`src/hdl/trc_pkg.sv`:
```
// Shared constants, types and decode functions of the reset and clock configuration block
package trc_pkg;

   // Clock rates and the derived reference division
   localparam int SYS_CLK_HZ = 40_000_000;
   localparam int REF_CLK_HZ = 10_000_000;
   localparam int REF_CYCLES = SYS_CLK_HZ / REF_CLK_HZ;

   // Reset interval, printed in milliseconds, rounded up to whole cycles
   localparam real SOFT_RESET_MS     = 0.25;
   localparam int  SOFT_RESET_CYCLES = int'($ceil(SOFT_RESET_MS * SYS_CLK_HZ / 1000.0));

   // Register byte offsets on the bus
   localparam logic [7:0] ADDR_FIFO_RST = 8'h00;
   localparam logic [7:0] ADDR_CLK_LOAD = 8'h04;
   localparam logic [7:0] ADDR_STATUS   = 8'h08;

   // fifo_and_reset_config fields
   localparam int GLITCH_DIS_BIT = 0;

   // clock_and_load_select fields
   localparam int LOAD_CAP_LSB  = 0;
   localparam int LOAD_CAP_W    = 4;
   localparam int CLKOUT_EN_BIT = 4;
   localparam int CLK_SEL_LSB   = 5;
   localparam int CLK_SEL_W     = 3;

   // status_word fields
   localparam int ST_RESET_BIT   = 0;
   localparam int ST_SENS_BIT    = 1;
   localparam int ST_CAUSE_LSB   = 2;
   localparam int ST_LOADCAP_LSB = 8;
   localparam int ST_LOADCAP_W   = 6; // 16 pF is 32 half picofarads, one bit past a 5-bit field

   // Reset values
   localparam logic                  GLITCH_DIS_RESET = 1'b0;
   localparam logic [LOAD_CAP_W-1:0] LOAD_CAP_RESET   = 4'h0;
   localparam logic                  CLKOUT_EN_RESET  = 1'b1;
   localparam logic [CLK_SEL_W-1:0]  CLK_SEL_RESET    = 3'h0;

   // Software reset command word and load capacitance base in half picofarads
   localparam logic [15:0]             SOFT_RESET_CMD = 16'hFE00;
   localparam logic [ST_LOADCAP_W-1:0] LOAD_CAP_BASE  = 6'h11;

   // Cause of the most recent reset
   typedef enum logic [1:0] {
      TRC_CAUSE_POR,
      TRC_CAUSE_GLITCH,
      TRC_CAUSE_SOFT,
      TRC_CAUSE_PIN
   } trc_cause_type;

   // Divisor of the reference for each clock output selection
   function automatic logic [3:0] trc_clk_div(input logic [CLK_SEL_W-1:0] sel);
      logic [3:0] div;
      div = 4'hA;
      case (sel)
         3'h0:    div = 4'hA;
         3'h1:    div = 4'h8;
         3'h2:    div = 4'h6;
         3'h3:    div = 4'h5;
         3'h4:    div = 4'h4;
         3'h5:    div = 4'h3;
         3'h6:    div = 4'h2;
         default: div = 4'h1;
      endcase
      return div;
   endfunction

endpackage

```
`src/hdl/trc_reset_config.sv`:
```
// Reset sequencer and reference clock configuration with an AXI4-Lite register file
module trc_reset_config
   import trc_pkg::*;
#(
   parameter int RESET_CYCLES = SOFT_RESET_CYCLES
) (
   // Clock and power-on reset
   input  wire logic                  sys_clk_i,
   input  wire logic                  rst_n_i,
   // AXI4-Lite write address and data
   input  wire logic                  s_axi_awvalid,
   output logic                       s_axi_awready,
   input  wire logic [7:0]            s_axi_awaddr,
   input  wire logic                  s_axi_wvalid,
   output logic                       s_axi_wready,
   input  wire logic [31:0]           s_axi_wdata,
   input  wire logic [3:0]            s_axi_wstrb,
   // AXI4-Lite write response
   output logic                       s_axi_bvalid,
   input  wire logic                  s_axi_bready,
   output logic [1:0]                 s_axi_bresp,
   // AXI4-Lite read
   input  wire logic                  s_axi_arvalid,
   output logic                       s_axi_arready,
   input  wire logic [7:0]            s_axi_araddr,
   output logic                       s_axi_rvalid,
   input  wire logic                  s_axi_rready,
   output logic [31:0]                s_axi_rdata,
   output logic [1:0]                 s_axi_rresp,
   // SPI command pins
   input  wire logic                  spi_sck_i,
   input  wire logic                  spi_cs_n_i,
   input  wire logic                  spi_sdi_i,
   // Commands passed on to the rest of the transceiver
   output logic                       spi_cmd_valid_o,
   output logic [15:0]                spi_cmd_o,
   // Open-drain reset pin and supply glitch detector
   input  wire logic                  rst_pin_i,
   output logic                       rst_pin_o,
   output logic                       rst_pin_oe_o,
   input  wire logic                  supply_glitch_i,
   // Reset state and oscillator controls
   output logic                       reset_active_o,
   output logic [LOAD_CAP_W-1:0]      xtal_load_cap_o,
   output logic                       clkout_o
);

   localparam int         CNT_W    = $clog2(RESET_CYCLES + 1);
   localparam logic [1:0] RESP_OK  = 2'h0;
   localparam logic [1:0] RESP_ERR = 2'h2;

   typedef enum logic {
      TRC_ST_RESET,
      TRC_ST_RUN
   } trc_state_type;

   trc_state_type         state;
   trc_state_type         next_state;
   logic [CNT_W-1:0]      cnt;
   logic [CNT_W-1:0]      next_cnt;
   trc_cause_type         cause;
   trc_cause_type         next_cause;

   logic                  glitch_reset_disable;
   logic                  clkout_en;
   logic [CLK_SEL_W-1:0]  clk_sel;
   logic                  sensitive;
   logic                  pin_low;
   logic                  cmd_valid;
   logic [15:0]           cmd_word;
   logic                  soft_req;

   logic [7:0]            aw_addr;
   logic [31:0]           w_data;
   logic [3:0]            w_strb;
   logic                  wr_fire;

   if (RESET_CYCLES < 2) begin : g_bad_cycles
      $error("trc_reset_config: RESET_CYCLES must be at least 2");
   end

   // Register decode used by both the write and the read paths
   function automatic logic addr_mapped(input logic [7:0] addr);
      return addr == ADDR_FIFO_RST || addr == ADDR_CLK_LOAD || addr == ADDR_STATUS;
   endfunction

   // SPI command words
   trc_spi_cmd_rx #(
      .WORD_W       (16)
   ) u_spi_rx (
      .sys_clk_i    (sys_clk_i),
      .rst_n_i      (rst_n_i),
      .spi_sck_i    (spi_sck_i),
      .spi_cs_n_i   (spi_cs_n_i),
      .spi_sdi_i    (spi_sdi_i),
      .word_valid_o (cmd_valid),
      .word_o       (cmd_word)
   );

   // Clock output prescaler
   trc_clk_prescaler #(
      .REF_DIV   (REF_CYCLES)
   ) u_prescaler (
      .sys_clk_i (sys_clk_i),
      .rst_n_i   (rst_n_i),
      .en_i      (clkout_en),
      .sel_i     (clk_sel),
      .clk_o     (clkout_o)
   );

   // Trigger terms; the pin is only believed while we are not pulling it ourselves
   assign sensitive = !glitch_reset_disable;
   assign pin_low   = !rst_pin_i && !rst_pin_oe_o;
   assign soft_req  = cmd_valid && cmd_word == SOFT_RESET_CMD && sensitive;

   // Next reset state; pin wins over glitch, glitch over software command
   always_comb begin
      next_state = state;
      next_cnt   = cnt;
      next_cause = cause;
      case (state)
         TRC_ST_RESET: begin
            if (cnt == '0) begin
               next_state = TRC_ST_RUN;
            end else begin
               next_cnt = cnt - 1'b1;
            end
         end
         TRC_ST_RUN: begin
            if (pin_low || (supply_glitch_i && sensitive) || soft_req) begin
               next_state = TRC_ST_RESET;
               next_cnt   = CNT_W'(RESET_CYCLES - 1);
               if (pin_low) begin
                  next_cause = TRC_CAUSE_PIN;
               end else if (supply_glitch_i && sensitive) begin
                  next_cause = TRC_CAUSE_GLITCH;
               end else begin
                  next_cause = TRC_CAUSE_SOFT;
               end
            end
         end
         default: begin
            next_state = TRC_ST_RESET;
            next_cnt   = CNT_W'(RESET_CYCLES - 1);
         end
      endcase
   end

   // Reset sequencer; power-on holds the same interval after release
   always_ff @(posedge sys_clk_i) begin
      if (!rst_n_i) begin
         state          <= TRC_ST_RESET;
         cnt            <= CNT_W'(RESET_CYCLES - 1);
         cause          <= TRC_CAUSE_POR;
         reset_active_o <= 1'b1;
         rst_pin_oe_o   <= 1'b1;
      end else begin
         state          <= next_state;
         cnt            <= next_cnt;
         cause          <= next_cause;
         reset_active_o <= next_state == TRC_ST_RESET;
         rst_pin_oe_o   <= next_state == TRC_ST_RESET;
      end
   end

   // Open drain: the pin is only ever pulled low, the pull-up makes the high
   always_ff @(posedge sys_clk_i) begin
      rst_pin_o <= 1'b0;
   end

   // Commands reach the transceiver only outside reset; reset words stop here
   always_ff @(posedge sys_clk_i) begin
      if (!rst_n_i) begin
         spi_cmd_valid_o <= 1'b0;
         spi_cmd_o       <= '0;
      end else begin
         spi_cmd_valid_o <= 1'b0;
         if (cmd_valid && state == TRC_ST_RUN && cmd_word != SOFT_RESET_CMD) begin
            spi_cmd_valid_o <= 1'b1;
            spi_cmd_o       <= cmd_word;
         end
      end
   end

   // Write channel: address and data taken in either order, answered once both are held
   assign wr_fire = !s_axi_awready && !s_axi_wready && !s_axi_bvalid;

   always_ff @(posedge sys_clk_i) begin
      if (!rst_n_i) begin
         s_axi_awready <= 1'b1;
         s_axi_wready  <= 1'b1;
         s_axi_bvalid  <= 1'b0;
         s_axi_bresp   <= RESP_OK;
         aw_addr       <= '0;
         w_data        <= '0;
         w_strb        <= '0;
      end else begin
         if (s_axi_awvalid && s_axi_awready) begin
            s_axi_awready <= 1'b0;
            aw_addr       <= s_axi_awaddr;
         end
         if (s_axi_wvalid && s_axi_wready) begin
            s_axi_wready <= 1'b0;
            w_data       <= s_axi_wdata;
            w_strb       <= s_axi_wstrb;
         end
         if (wr_fire) begin
            s_axi_bvalid <= 1'b1;
            s_axi_bresp  <= addr_mapped(aw_addr) ? RESP_OK : RESP_ERR;
         end
         if (s_axi_bvalid && s_axi_bready) begin
            s_axi_bvalid  <= 1'b0;
            s_axi_awready <= 1'b1;
            s_axi_wready  <= 1'b1;
         end
      end
   end

   // Control registers; reset holds them at their defaults and drops writes
   always_ff @(posedge sys_clk_i) begin
      if (!rst_n_i || state == TRC_ST_RESET) begin
         glitch_reset_disable <= GLITCH_DIS_RESET;
         xtal_load_cap_o      <= LOAD_CAP_RESET;
         clkout_en            <= CLKOUT_EN_RESET;
         clk_sel              <= CLK_SEL_RESET;
      end else if (wr_fire && w_strb[0]) begin
         if (aw_addr == ADDR_FIFO_RST) begin
            glitch_reset_disable <= w_data[GLITCH_DIS_BIT];
         end
         if (aw_addr == ADDR_CLK_LOAD) begin
            xtal_load_cap_o <= w_data[LOAD_CAP_LSB +: LOAD_CAP_W];
            clkout_en       <= w_data[CLKOUT_EN_BIT];
            clk_sel         <= w_data[CLK_SEL_LSB +: CLK_SEL_W];
         end
      end
   end

   // Read channel: data and valid together one edge after the address is taken
   always_ff @(posedge sys_clk_i) begin
      if (!rst_n_i) begin
         s_axi_arready <= 1'b1;
         s_axi_rvalid  <= 1'b0;
         s_axi_rdata   <= '0;
         s_axi_rresp   <= RESP_OK;
      end else begin
         if (s_axi_arvalid && s_axi_arready) begin
            s_axi_arready <= 1'b0;
            s_axi_rvalid  <= 1'b1;
            s_axi_rresp   <= addr_mapped(s_axi_araddr) ? RESP_OK : RESP_ERR;
            s_axi_rdata   <= '0;
            case (s_axi_araddr)
               ADDR_FIFO_RST: begin
                  s_axi_rdata[GLITCH_DIS_BIT] <= glitch_reset_disable;
               end
               ADDR_CLK_LOAD: begin
                  s_axi_rdata[LOAD_CAP_LSB +: LOAD_CAP_W] <= xtal_load_cap_o;
                  s_axi_rdata[CLKOUT_EN_BIT]              <= clkout_en;
                  s_axi_rdata[CLK_SEL_LSB +: CLK_SEL_W]   <= clk_sel;
               end
               ADDR_STATUS: begin
                  s_axi_rdata[ST_RESET_BIT]                   <= reset_active_o;
                  s_axi_rdata[ST_SENS_BIT]                    <= sensitive;
                  s_axi_rdata[ST_CAUSE_LSB +: 2]              <= cause;
                  s_axi_rdata[ST_LOADCAP_LSB +: ST_LOADCAP_W] <=
                     LOAD_CAP_BASE + ST_LOADCAP_W'(xtal_load_cap_o);
               end
               default: begin
                  s_axi_rdata <= '0;
               end
            endcase
         end
         if (s_axi_rvalid && s_axi_rready) begin
            s_axi_rvalid  <= 1'b0;
            s_axi_arready <= 1'b1;
         end
      end
   end

   // Length of the current reset interval, for checking only
   logic [CNT_W:0] res_len;

   always_ff @(posedge sys_clk_i) begin
      if (!rst_n_i || !reset_active_o) begin
         res_len <= '0;
      end else begin
         res_len <= res_len + 1'b1;
      end
   end

   chk_por_defaults: assert property (@(posedge sys_clk_i)
      !rst_n_i |=> reset_active_o && !glitch_reset_disable && xtal_load_cap_o == LOAD_CAP_RESET)
      else $error("power-on did not restore defaults");

   chk_spi_blocked: assert property (@(posedge sys_clk_i) disable iff (!rst_n_i)
      spi_cmd_valid_o |-> $past(state) == TRC_ST_RUN && $past(cmd_valid))
      else $error("command forwarded during reset");

   chk_soft_reset_taken: assert property (@(posedge sys_clk_i) disable iff (!rst_n_i)
      state == TRC_ST_RUN && cmd_valid && cmd_word == SOFT_RESET_CMD && sensitive
      |=> reset_active_o ##1 reset_active_o)
      else $error("software reset not taken in sensitive mode");

   chk_soft_reset_dropped: assert property (@(posedge sys_clk_i) disable iff (!rst_n_i)
      state == TRC_ST_RUN && cmd_valid && cmd_word == SOFT_RESET_CMD && !sensitive && !pin_low
      |=> !reset_active_o && !spi_cmd_valid_o)
      else $error("software reset acted in normal mode");

   chk_reset_interval: assert property (@(posedge sys_clk_i) disable iff (!rst_n_i)
      $fell(reset_active_o) |-> res_len == (CNT_W+1)'(RESET_CYCLES))
      else $error("reset interval has wrong length");

   chk_sens_restored: assert property (@(posedge sys_clk_i) disable iff (!rst_n_i)
      $fell(reset_active_o) |-> !glitch_reset_disable && clk_sel == CLK_SEL_RESET)
      else $error("registers not reloaded by reset");

   chk_glitch_mode: assert property (@(posedge sys_clk_i) disable iff (!rst_n_i)
      state == TRC_ST_RUN && supply_glitch_i && !pin_low
      |=> reset_active_o == $past(sensitive))
      else $error("glitch response does not follow mode");

   chk_pin_reset: assert property (@(posedge sys_clk_i) disable iff (!rst_n_i)
      state == TRC_ST_RUN && pin_low |=> reset_active_o && cause == TRC_CAUSE_PIN)
      else $error("reset pin ignored");

   chk_pin_open_drain: assert property (@(posedge sys_clk_i) disable iff (!rst_n_i)
      !rst_pin_o && (rst_pin_oe_o == reset_active_o))
      else $error("reset pin driven high or out of step");

   chk_load_map: assert property (@(posedge sys_clk_i) disable iff (!rst_n_i)
      $rose(s_axi_rvalid) && $past(s_axi_araddr) == ADDR_STATUS
      |-> s_axi_rdata[ST_LOADCAP_LSB +: ST_LOADCAP_W] == LOAD_CAP_BASE + ST_LOADCAP_W'($past(xtal_load_cap_o)))
      else $error("load capacitance code mapped wrongly");

   cov_soft_reset: cover property (@(posedge sys_clk_i) disable iff (!rst_n_i)
      $rose(reset_active_o) && cause == TRC_CAUSE_SOFT);

   cov_pin_reset: cover property (@(posedge sys_clk_i) disable iff (!rst_n_i)
      $rose(reset_active_o) && cause == TRC_CAUSE_PIN);

   cov_glitch_reset: cover property (@(posedge sys_clk_i) disable iff (!rst_n_i)
      $rose(reset_active_o) && cause == TRC_CAUSE_GLITCH);

   cov_soft_ignored: cover property (@(posedge sys_clk_i) disable iff (!rst_n_i)
      state == TRC_ST_RUN && cmd_valid && cmd_word == SOFT_RESET_CMD && !sensitive);

endmodule

```
`src/hdl/trc_spi_cmd_rx.sv`:
```
// Serial command receiver: collects 16-bit command words from the SPI pins
module trc_spi_cmd_rx
   import trc_pkg::*;
#(
   parameter int WORD_W = 16
) (
   // Clock and reset
   input  wire logic              sys_clk_i,
   input  wire logic              rst_n_i,
   // SPI pins, sampled on the system clock
   input  wire logic              spi_sck_i,
   input  wire logic              spi_cs_n_i,
   input  wire logic              spi_sdi_i,
   // Received word
   output logic                   word_valid_o,
   output logic [WORD_W-1:0]      word_o
);

   localparam int CNT_W = $clog2(WORD_W);

   logic              sck_prev;
   logic [WORD_W-1:0] shift;
   logic [CNT_W-1:0]  bit_cnt;
   logic              sck_rise;

   if (WORD_W < 2) begin : g_bad_width
      $error("trc_spi_cmd_rx: WORD_W must be at least 2");
   end

   // Serial clock edge seen through the previous sample
   assign sck_rise = spi_sck_i && !sck_prev && !spi_cs_n_i;

   always_ff @(posedge sys_clk_i) begin
      if (!rst_n_i) begin
         sck_prev <= 1'b0;
      end else begin
         sck_prev <= spi_sck_i;
      end
   end

   // Shift in MSB first; chip select high aborts a partial word
   always_ff @(posedge sys_clk_i) begin
      if (!rst_n_i) begin
         shift        <= '0;
         bit_cnt      <= '0;
         word_valid_o <= 1'b0;
         word_o       <= '0;
      end else begin
         word_valid_o <= 1'b0;
         if (spi_cs_n_i) begin
            bit_cnt <= '0;
         end else if (sck_rise) begin
            shift <= {shift[WORD_W-2:0], spi_sdi_i};
            if (bit_cnt == CNT_W'(WORD_W - 1)) begin
               bit_cnt      <= '0;
               word_o       <= {shift[WORD_W-2:0], spi_sdi_i};
               word_valid_o <= 1'b1;
            end else begin
               bit_cnt <= bit_cnt + 1'b1;
            end
         end
      end
   end

endmodule

```
`src/hdl/trc_clk_prescaler.sv`:
```
// Clock output prescaler: divides the reference rate by one of eight divisors
module trc_clk_prescaler
   import trc_pkg::*;
#(
   parameter int REF_DIV = REF_CYCLES
) (
   // Clock and reset
   input  wire logic                 sys_clk_i,
   input  wire logic                 rst_n_i,
   // Control
   input  wire logic                 en_i,
   input  wire logic [CLK_SEL_W-1:0] sel_i,
   // Divided clock
   output logic                      clk_o
);

   logic [7:0] cnt;
   logic [7:0] half_m1;

   if (REF_DIV < 2 || REF_DIV % 2 != 0 || REF_DIV > 24) begin : g_bad_div
      $error("trc_clk_prescaler: REF_DIV must be even, 2 to 24");
   end

   // Half period in system cycles, minus one
   assign half_m1 = 8'((REF_DIV / 2) * trc_clk_div(sel_i) - 1);

   // Toggle on reaching half a period; >= keeps a shrunken selection from overrunning
   always_ff @(posedge sys_clk_i) begin
      if (!rst_n_i || !en_i) begin
         cnt   <= '0;
         clk_o <= 1'b0;
      end else if (cnt >= half_m1) begin
         cnt   <= '0;
         clk_o <= !clk_o;
      end else begin
         cnt <= cnt + 1'b1;
      end
   end

   chk_clk_no_early: assert property (@(posedge sys_clk_i) disable iff (!rst_n_i)
      en_i && $past(en_i) && $past(cnt) < $past(half_m1) |-> $stable(clk_o))
      else $error("clock output toggled before half period");

   chk_clk_half_period: assert property (@(posedge sys_clk_i) disable iff (!rst_n_i)
      en_i && $past(en_i) && $changed(clk_o) |-> $past(cnt) >= $past(half_m1))
      else $error("clock output toggled at wrong count");

endmodule

```
`config.mk`:
```
export PLATFORM = sky130hd
export DESIGN_NAME = trc_reset_config
export DESIGN_NICKNAME = d
export VERILOG_FILES = /design/src/hdl/trc_pkg.sv /design/src/hdl/trc_reset_config.sv /design/src/hdl/trc_spi_cmd_rx.sv /design/src/hdl/trc_clk_prescaler.sv
export SDC_FILE = /design/constraint.sdc
export NUM_CORES = 1
export LEC_CHECK = 0
export BUFFER_PORTS_ARGS = -buffer_cell sky130_fd_sc_hd__buf_2
export CORE_ASPECT_RATIO = 0.7
export CORE_MARGIN = 2
export CORE_UTILIZATION = 25
export DETAILED_ROUTE_END_ITERATION = 8
export HOLD_SLACK_MARGIN = 0.1
export PLACE_DENSITY = 0.48
export SETUP_SLACK_MARGIN = 0.2
export SYNTH_ARGS = -nofsm -noshare
export SYNTH_HDL_FRONTEND = slang
export SYNTH_SLANG_ARGS = --single-unit
```
`constraint.sdc`:
```
create_clock -name sys_clk_i -period 7.4 [get_ports sys_clk_i]
set_clock_uncertainty 0.15 [all_clocks]
set_input_delay 0.74 -clock sys_clk_i [delete_from_list [all_inputs] [get_ports sys_clk_i]]
set_output_delay 0.74 -clock sys_clk_i [all_outputs]
set_load 0.05 [all_outputs]
```
==> results by group, run 1 <==
Run status
  – Status: finished, final reports clean

Global route
  – Met2 track demand over resource: 0.1548
  – Overflow left after global routing: 0
  – GR Util met1: 0.1685
  – GRT Max-Usage Layer: met1
  – Met3 usage in global routing: 0.03136
  – Vias in the first global route: between 3000 and 4000
  – Initial antenna violation count: 0
  – Wire length of the first global-routing pass: 20770 um
  – Largest net degree at the start of global routing: 89
  – Overall fraction of global-route tracks in use: 0.1128

Power
  – Static leakage: around 2.7 nW
  – Highest ir drop seen on vdd: 0.0001247 V
  – Power density over the cells: 245.6 nW/um2

Logic synthesis
  – Synthesized-area fraction occupied by xor and xnor cells: 0.02431
  – FFs w/ async S/R, synth: 0
  – Commonest register cell after synthesis: dfxtp_1
  – Count of yosys warnings during synthesis: 0
  – Average cell area after synthesis: about 8.6 um2
  – Top post-synthesis cells by area: dfxtp_1 47%, nand2_1 6.7%, a21oi_1 6.2%, mux2i_1 5.4%, nor2_1 4.3%
  – Largest family of logic cells by synthesized area: simple AND/OR/NAND/NOR gates
  – Sequential share of the synthesized area: 0.4741
  – Synthesized-area fraction occupied by and/or/nand/nor cells: 0.2292
  – Fraction of the mapped netlist area in compound gates: 0.1282
  – Count of flip-flops with a built-in enable after synthesis: 0
  – Instance count of the mapped netlist: ~630
  – Number of distinct standard cells referenced by the synthesized netlist: 57
  – Area fraction of the dominant cell type after synthesis: 0.4741
  – FF+latch count, synth: 128
  – Most frequent cell after synthesis: dfxtp_1
  – Synth top cells by count: 128 x dfxtp_1, 97 x nand2_1, 67 x a21oi_1, 62 x nor2_1, 31 x nand3_1
  – Post-Synth Adder-Cell Area: 0.02778
  – Share of cell area taken by muxes after synthesis: 0.05579
  – Library cell occupying the most area in the post-synthesis netlist: dfxtp_1
  – Post-Synthesis Cell Area: roughly 5400 um2

Drt
  – Router iterations before antenna repair: 4
  – Total wire length: 13050 um
  – Total DRC errors in the routed layout: 0
  – Drt via density: 4.454
  – Detailed-route via count: approximately 4400
  – Detailed router's first-iteration violation count: ~220
  – Drt wl/cell: around 13 um
  – Count of antenna-violating nets left after detailed routing: 0

Finish
  – # nets final: approximately 780
  – Fraction of final layout cells sized beyond drive strength 1: 0.1781
  – Fill cell total of the finished layout: approximately 2300
  – Diodes inserted: 0
  – Synthesis-to-layout area growth: 21.13%
  – Post-Layout Inst Area: around 6500 um2

CTS
  – Gates resized, CTS repair: 0
  – Setup Fix Bufs, Post-CTS: 0
  – Clock edge transition at the registers on the reported setup and hold paths: approximately 70 ps
  – CTS Hold Buffers Added: 0
  – Level count of the clock H-tree: 4
  – Root Buffer Master: clkbuf_16
  – Sink Count: between 100 and 150
  – TritonCTS clock tree: built
  – Cts bufs inserted: 17
  – Number of buffers on the longest clock path: 2
  – Clock insertion delay at the later pin of the skew report: ~410 ps

Setup path
  – Type of destination of the critical path: flip-flop
  – CP Buf/Inv Count: 0
  – Critical Path Stages: 10
  – Critical Path Fanout Max: 8
  – Launching element type of the critical path: flip-flop
  – Worst Reg-to-Reg Cells: 10
  – Longest individual stage delay on the worst path: ~460 ps
  – Cell family with most CP delay: compound AO/OA/AOI/OAI gates
  – Cell repeated most along the worst path: ha_1
  – Arrival time at the worst endpoint: roughly 3000 ps
  – Worst path required time: between 7000 and 8000 ps
  – Type of the worst setup path: flip-flop to flip-flop
  – Cell-by-cell listing of the critical path: nand2b_1, xnor2_1, ha_1, xor2_1, ha_1, a21o_1, a221oi_1, o21ai_0, or2_2, nor2_1
  – Slowest stage cell on the critical path: dfxtp_1

Timing
  – Achievable Freq: roughly 360 MHz
  – Unrepaired setup endpoints after global routing: false
  – Slew @ Worst Pin: 1121 ps
  – Pins over their slew limit: 0
  – Worst slew slack as a fraction of its limit: 0.2516
  – Total count of hold-check failures in the final report: 0
  – Fin crit share: 0.3772
  – Sum of negative setup slack: 0 ps
  – Least setup slack across all paths after layout: approximately 4600 ps
  – Post-Route Hold Slack: 298.0 ps
  – Final setup violating endpoints: 0
  – Clock period minus worst slack: around 2800 ps

Die
  – Top-level I/O count: 130
  – Die width: between 150 and 200 um
  – Row cnt: between 40 and 50
  – Placeable core region: ~21000 um2
  – DIE AREA: 22830 um2
  – Height of the die: 127.0 um
  – Starting utilization of the core area: 0.2577

Run
  – Number of max-cap violations: 0

Hold path
  – Tightest Hold Check Type: flip-flop to flip-flop
  – Number of cells traversed by the worst hold path: 2

Placement
  – DP Area: approximately 6000 um2
  – Number of I/O port buffers: 81
  – Place WS: about 4300 ps
  – Final weighted congestion of routability-driven global placement: about 0.77
  – HPWL after DPL: slightly above 9000 um
[metal layers]
metal  up-vias  wire [um]
li1       2302          -
met4         0         37
met1      2024       7059
met5         -          0
met3         2        645
met2        77       5310
[layout make-up]
cell class	count	area, um2	area share
Multi-Input combinational cell	455	2596	0.3965
Sequential cell	128	2562	0.3914
Clock buffer	17	425.4	0.06497
Timing Repair Buffer	83	420.4	0.06421
Tap cell	276	345.3	0.05274
Clock inverter	15	141.4	0.02159
Inverter	15	56.30	0.008599
[flip-flops by register name, indices dropped and copies added (netlist names), 2 cells and up]
register / cells
xtal_load_cap_o: 4
spi_cmd_o: 16
u_spi_rx.bit_cnt: 4
cause: 2
s_axi_rdata: 14
cnt: 14
u_prescaler.cnt: 8
u_spi_rx.shift: 15
clk_sel: 3
w_data: 8
u_spi_rx.word_o: 16
aw_addr: 8
[final timing paths]
path / slack (ps) / endpoint / start
setup / recovery: 4610 / u_prescaler.cnt[2]$_SDFF_PP0_ / clk_sel[2]$_SDFFE_PP0P_
hold reg to reg: 300 / s_axi_rdata[2]$_SDFFE_PN0P_ / s_axi_rdata[2]$_SDFFE_PN0P_
setup reg to reg: 4610 / u_prescaler.cnt[2]$_SDFF_PP0_ / clk_sel[2]$_SDFFE_PP0P_
hold / removal: 300 / s_axi_rdata[2]$_SDFFE_PN0P_ / s_axi_rdata[2]$_SDFFE_PN0P_
[worst min-delay path, stage by stage, from the launching register on]
cell and delay, ps:
dfxtp_1 300, nand2_1 50, a21oi_1 50
[where the power goes]
part | internal [W] | switching, W
registers | 0.000701 | 0.0000107
clock network | 0.000446 | 0.000355
logic | 0.0000239 | 0.0000718
total | 0.00117 | 0.000437
[through the flow]
step / instances / power (W) / util
2_1_floorplan: 647 / 0.0008047 / -
3_3_place_gp: 957 / 0.0008234 / 0.2851
3_5_place_dp: 957 / 0.0008233 / 0.2851
4_1_cts: 989 / 0.001629 / 0.3122
5_1_grt: 989 / 0.001674 / 0.3122
6_report: 989 / 0.001608 / 0.3122
[kinds of logic (layout without fill, tap and decap cells)]
group,count (synthesis),after routing
buffers and inverters,64,130
adder cells (fa/ha/maj),12,12
multiplexers,30,30
XOR/XNOR,15,15
AND/OR/NAND/NOR,260,260
flip-flops,128,128
AO/OA/AOI/OAI,117,117
other,1,21
[cells in the final DEF (no fill, tap or decap), drive strengths merged, types with 2 or more instances in the layout]
cell type,instances
nor2b,3
nand4,10
nand3,31
or4,5
o21ai,15
conb,21
and4,3
a221o,2
clkinv,4
nand2,97
ha,12
nor4,6
or3,3
a22oi,14
a221oi,2
dfxtp,128
and2,4
xnor2,5
and3,5
nor3,16
a21o,3
nand2b,6
inv,25
buf,83
nor2,62
nor3b,3
a21oi,67
clkbuf,17
xor2,10
o21a,2
mux2i,29
No activity file was read; power rests on OpenSTA's default activity.
==> run 2, diff against run 1 <==
ABC_AREA = 1   (was not set)
clock period = 2.6 ns   (was 7.4 ns; I/O delays follow)
==> run 2 against run 1 <==
Compared with the run above:
- utilization up 0.88 points
- wire length up 13%
- synthesized cell count up 22%
- first-iteration DRC count up 24%
- largest power group unchanged
- critical path type unchanged
- design area up 10%
- sequential cell count unchanged
==> results by group, run 2 <==
Run status
  – Status: finished, final reports clean

Timing
  – Final setup violating endpoints: 0 (unchanged)
  – Worst slew slack as a fraction of its limit: 0.5049 (+0.2534)
  – Sum of negative setup slack: 0 ps (unchanged)
  – Achievable Freq: 448.9 MHz (+25%)
  – Clock period minus worst slack: 2228 ps (-563.6 ps)
  – Least setup slack across all paths after layout: 372.3 ps (-4236 ps)
  – Pins over their slew limit: 0 (unchanged)
  – Slew @ Worst Pin: 741.8 ps (-379.7 ps)
  – Fin crit share: 0.8568 (+0.4796)
  – Total count of hold-check failures in the final report: 0 (unchanged)
  – Unrepaired setup endpoints after global routing: false

Power
  – Static leakage: 3.132 nW (+17%)
  – Switching share of power: 0.2511 (-0.02101)
  – Internal power: 0.003606 W (+210%)
  – Sw Pwr: 0.001209 W (+180%)
  – Power share of the clock group: 0.491 (-0.007)
  – Highest ir drop seen on vdd: 0.0004206 V (+240%)
  – Power density over the cells: 668.4 nW/um2 (+170%)
  – Share of total power in sequential cells: 0.429 (-0.013)
  – Combinational group share of total power: 0.080 (+0.020)

Logic synthesis
  – Top post-synthesis cells by area: dfxtp_1 45%, nand2_1 9.3%, nor2_1 8.1%, nand3_1 7.4%, a21oi_1 5.9%
  – Area fraction of the dominant cell type after synthesis: 0.4523 (-0.02178)
  – Count of yosys warnings during synthesis: 0 (unchanged)
  – Largest family of logic cells by synthesized area: simple AND/OR/NAND/NOR gates
  – Commonest register cell after synthesis: dfxtp_1
  – Number of distinct standard cells referenced by the synthesized netlist: 37 (-35%)
  – Post-Synthesis Cell Area: 5665 um2 (+4.8%)
  – Most frequent cell after synthesis: nand2_1
  – Fraction of the mapped netlist area in compound gates: 0.1212 (-0.006995)
  – Instance count of the mapped netlist: 768 (+22%)
  – Count of flip-flops with a built-in enable after synthesis: 0 (unchanged)
  – Synthesized-area fraction occupied by xor and xnor cells: 0.01237 (-0.01194)
  – FFs w/ async S/R, synth: 0 (unchanged)
  – Post-Synth Adder-Cell Area: 0.02650 (-0.001276)
  – Share of cell area taken by muxes after synthesis: 0 (-0.05579)
  – Synthesized-area fraction occupied by and/or/nand/nor cells: 0.2959 (+0.06677)
  – FF+latch count, synth: 128 (unchanged)
  – Sequential share of the synthesized area: 0.4523 (-0.02178)
  – Average cell area after synthesis: 7.377 um2 (-14%)
  – Library cell occupying the most area in the post-synthesis netlist: dfxtp_1
  – Synth top cells by count: 141 x nand2_1, 128 x dfxtp_1, 122 x nor2_1, 84 x nand3_1, 67 x a21oi_1

CTS
  – Clock insertion delay at the later pin of the skew report: 410 ps (about the same)
  – Root Buffer Master: clkbuf_16
  – Cts bufs inserted: 17 (unchanged)
  – Number of buffers on the longest clock path: 2 (unchanged)
  – Clock edge transition at the registers on the reported setup and hold paths: 60 ps (about the same)
  – TritonCTS clock tree: built
  – Sink Count: 128 (unchanged)
  – Level count of the clock H-tree: 4 (unchanged)

Drt
  – Drt via density: 4.292 (-3.6%)
  – Detailed-route via count: 5039 (+14%)
  – Detailed router's first-iteration violation count: 275 (+24%)
  – Total wire length: 14760 um (+13%)
  – Drt wl/cell: 12.57 um (-4.7%)
  – Count of antenna-violating nets left after detailed routing: 0 (unchanged)
  – Router iterations before antenna repair: 4 (unchanged)
  – Total DRC errors in the routed layout: 0 (unchanged)

Finish
  – Fraction of final layout cells sized beyond drive strength 1: 0.1761 (-0.002048)
  – Registers with the most flip-flops: spi_cmd_o x16, u_spi_rx.word_o x16, u_spi_rx.shift x15
  – Most common cell after layout, fill and taps aside: nand2_1
  – Highest-count cells in the layout ignoring fill and taps: 141 x nand2_1, 126 x dfxtp_1, 122 x nor2_1
  – # nets final: 951 (+23%)
  – Diodes inserted: 0 (unchanged)
  – Synthesis-to-layout area growth: 27.16%

Setup path
  – Arrival time at the worst endpoint: 2380 ps (-610 ps)
  – Startpoint of the most critical register-to-register path: clk_sel[0]$_SDFFE_PP0P_
  – Worst Reg-to-Reg Cells: 11 (+1)
  – Critical register-to-register path endpoint: u_prescaler.cnt[7]$_SDFF_PP0_
  – Reg2Reg Setup Slack: 370 ps (-4240 ps)
  – Type of the worst setup path: flip-flop to flip-flop
  – Worst path required time: 2750 ps (-4850 ps)
  – Type of destination of the critical path: flip-flop
  – Launching element type of the critical path: flip-flop
  – Critical Path Fanout Max: 8 (unchanged)

Die
  – Row cnt: 46 (+4.5%)
  – Starting utilization of the core area: 0.2524 (-0.005298)
  – Height of the die: 130.0 um (+2.3%)
  – Top-level I/O count: 130 (unchanged)
  – Placeable core region: 22450 um2 (+7.0%)
  – Die width: 183.9 um (+2.3%)
  – DIE AREA: 23900 um2 (+4.7%)

Global route
  – Largest net degree at the start of global routing: 58 (-35%)
  – Met3 usage in global routing: 0.03349 (+0.002135)
  – GR Util met1: 0.1914 (+0.02287)
  – Overall fraction of global-route tracks in use: 0.1285 (+0.01570)
  – Met2 track demand over resource: 0.1818 (+0.02696)
  – Wire length of the first global-routing pass: 23910 um (+15%)
  – Initial antenna violation count: 0 (unchanged)
  – Overflow left after global routing: 0 (unchanged)
  – Vias in the first global route: 4507 (+16%)
  – GRT Max-Usage Layer: met1

Run
  – Number of max-cap violations: 0 (unchanged)

Placement
  – HPWL after DPL: 10590 um (+16%)
  – Number of I/O port buffers: 81 (unchanged)
  – Final weighted congestion of routability-driven global placement: 0.7862 (+2.1%)
  – Place WS: 96.19 ps (-4223 ps)

Hold path
  – Hold endpoint: s_axi_rdata[0]$_SDFFE_PN0P_
  – Hold Path Origin: s_axi_arvalid
  – Number of cells traversed by the worst hold path: 4 (+2)
  – Tightest Hold Check Type: input port to flip-flop
[run 2: changes by cell type in the layout (fill, tap and decap cells not counted), moves of 6 or more]
| cell | delta |
|---|---|
| a22oi_1 | -13 |
| buf_4 | +10 |
| dlygate4sd3_1 | +26 |
| inv_1 | +33 |
| mux2i_1 | -29 |
| nand2_1 | +44 |
| nand2b_1 | -6 |
| nand3_1 | +52 |
| nor2_1 | +61 |
| nor3_1 | -9 |
| o21ai_0 | +40 |
[run 2: area by class of cell]
class	count	area (um2)
inverter	54	203.9
clock inverter	11	131.4
multi-input combinational	553	2704
timing repair buffer	121	787.0
tap	288	360.3
fill	2445	15240
clock buffer	19	452.9
sequential	128	2565
[run 2: worst max-delay path, cell delays in order, from the launching register on]
cell and delay (ps):
dfxtp_2 340, inv_2 70, a21oi_4 170, a22oi_1 90, ha_2 190, xnor2_1 120
ha_1 310, nand2_1 70, o21ai_2 140, nand4_1 210, nand3_4 200, nor2_1 60
[run 2: layer usage]
| layer | wire [um] | up-vias |
|---|---|---|
| met3 | 537 | 6 |
| met5 | 0 | - |
| met4 | 105 | 0 |
| met2 | 5879 | 78 |
| li1 | - | 2686 |
| met1 | 8239 | 2269 |
[run 2: logic make-up after synthesis]
family	Yosys count
AND/OR/NAND/NOR	379
flip-flops	128
other	1
AO/OA/AOI/OAI	133
buffers and inverters	107
adder cells (fa/ha/maj)	12
XOR/XNOR	8
[run 2: stage by stage]
step	hold WS [ps]	utilization	cells	total power, W	area (um2)
floorplan	188.7	-	788	0.002383	5741
global placement	295.1	0.2809	1117	0.002460	6305
detailed placement	300.0	0.2809	1117	0.002461	6305
CTS	116.9	0.3192	1173	0.004887	7166
global route	150.9	0.3210	1174	0.005027	7204
finish	136.4	0.3210	1174	0.004815	7204
[run 2: worst max path at each step]
stage | start | endpoint | slack (ps) | cells past startpoint
2_1_floorplan | clk_sel[1]$_SDFFE_PP0P_ | u_prescaler.cnt[7]$_SDFF_PP0_ | 420 | 11
3_3_place_gp | clk_sel[1]$_SDFFE_PP0P_ | u_prescaler.cnt[7]$_SDFF_PP0_ | 120 | 11
3_5_place_dp | clk_sel[1]$_SDFFE_PP0P_ | u_prescaler.cnt[7]$_SDFF_PP0_ | 100 | 11
4_1_cts | clk_sel[1]$_SDFFE_PP0P_ | u_prescaler.cnt[7]$_SDFF_PP0_ | 230 | 11
5_1_grt | clk_sel[0]$_SDFFE_PP0P_ | u_prescaler.cnt[0]$_SDFF_PP0_ | 190 | 11
6_report | clk_sel[0]$_SDFFE_PP0P_ | u_prescaler.cnt[7]$_SDFF_PP0_ | 370 | 11
[run 2: timing repair]
action	CTS	global route
buffers inserted	0	1
hold endpoints to repair	35	0
endpoints found under the setup margin	8	10
pin swaps	1	5
gates resized for setup	3	13
hold buffers	26	0
[run 2: power by group through the flow]
stage               clock network [W]  logic [W]  registers, W
floorplan                           0   0.000239       0.00214
global placement                    0   0.000354       0.00211
global route                  0.00253   0.000427       0.00207
CTS                           0.00244   0.000386       0.00206
detailed placement                  0   0.000355       0.00211
finish                        0.00237   0.000386       0.00206
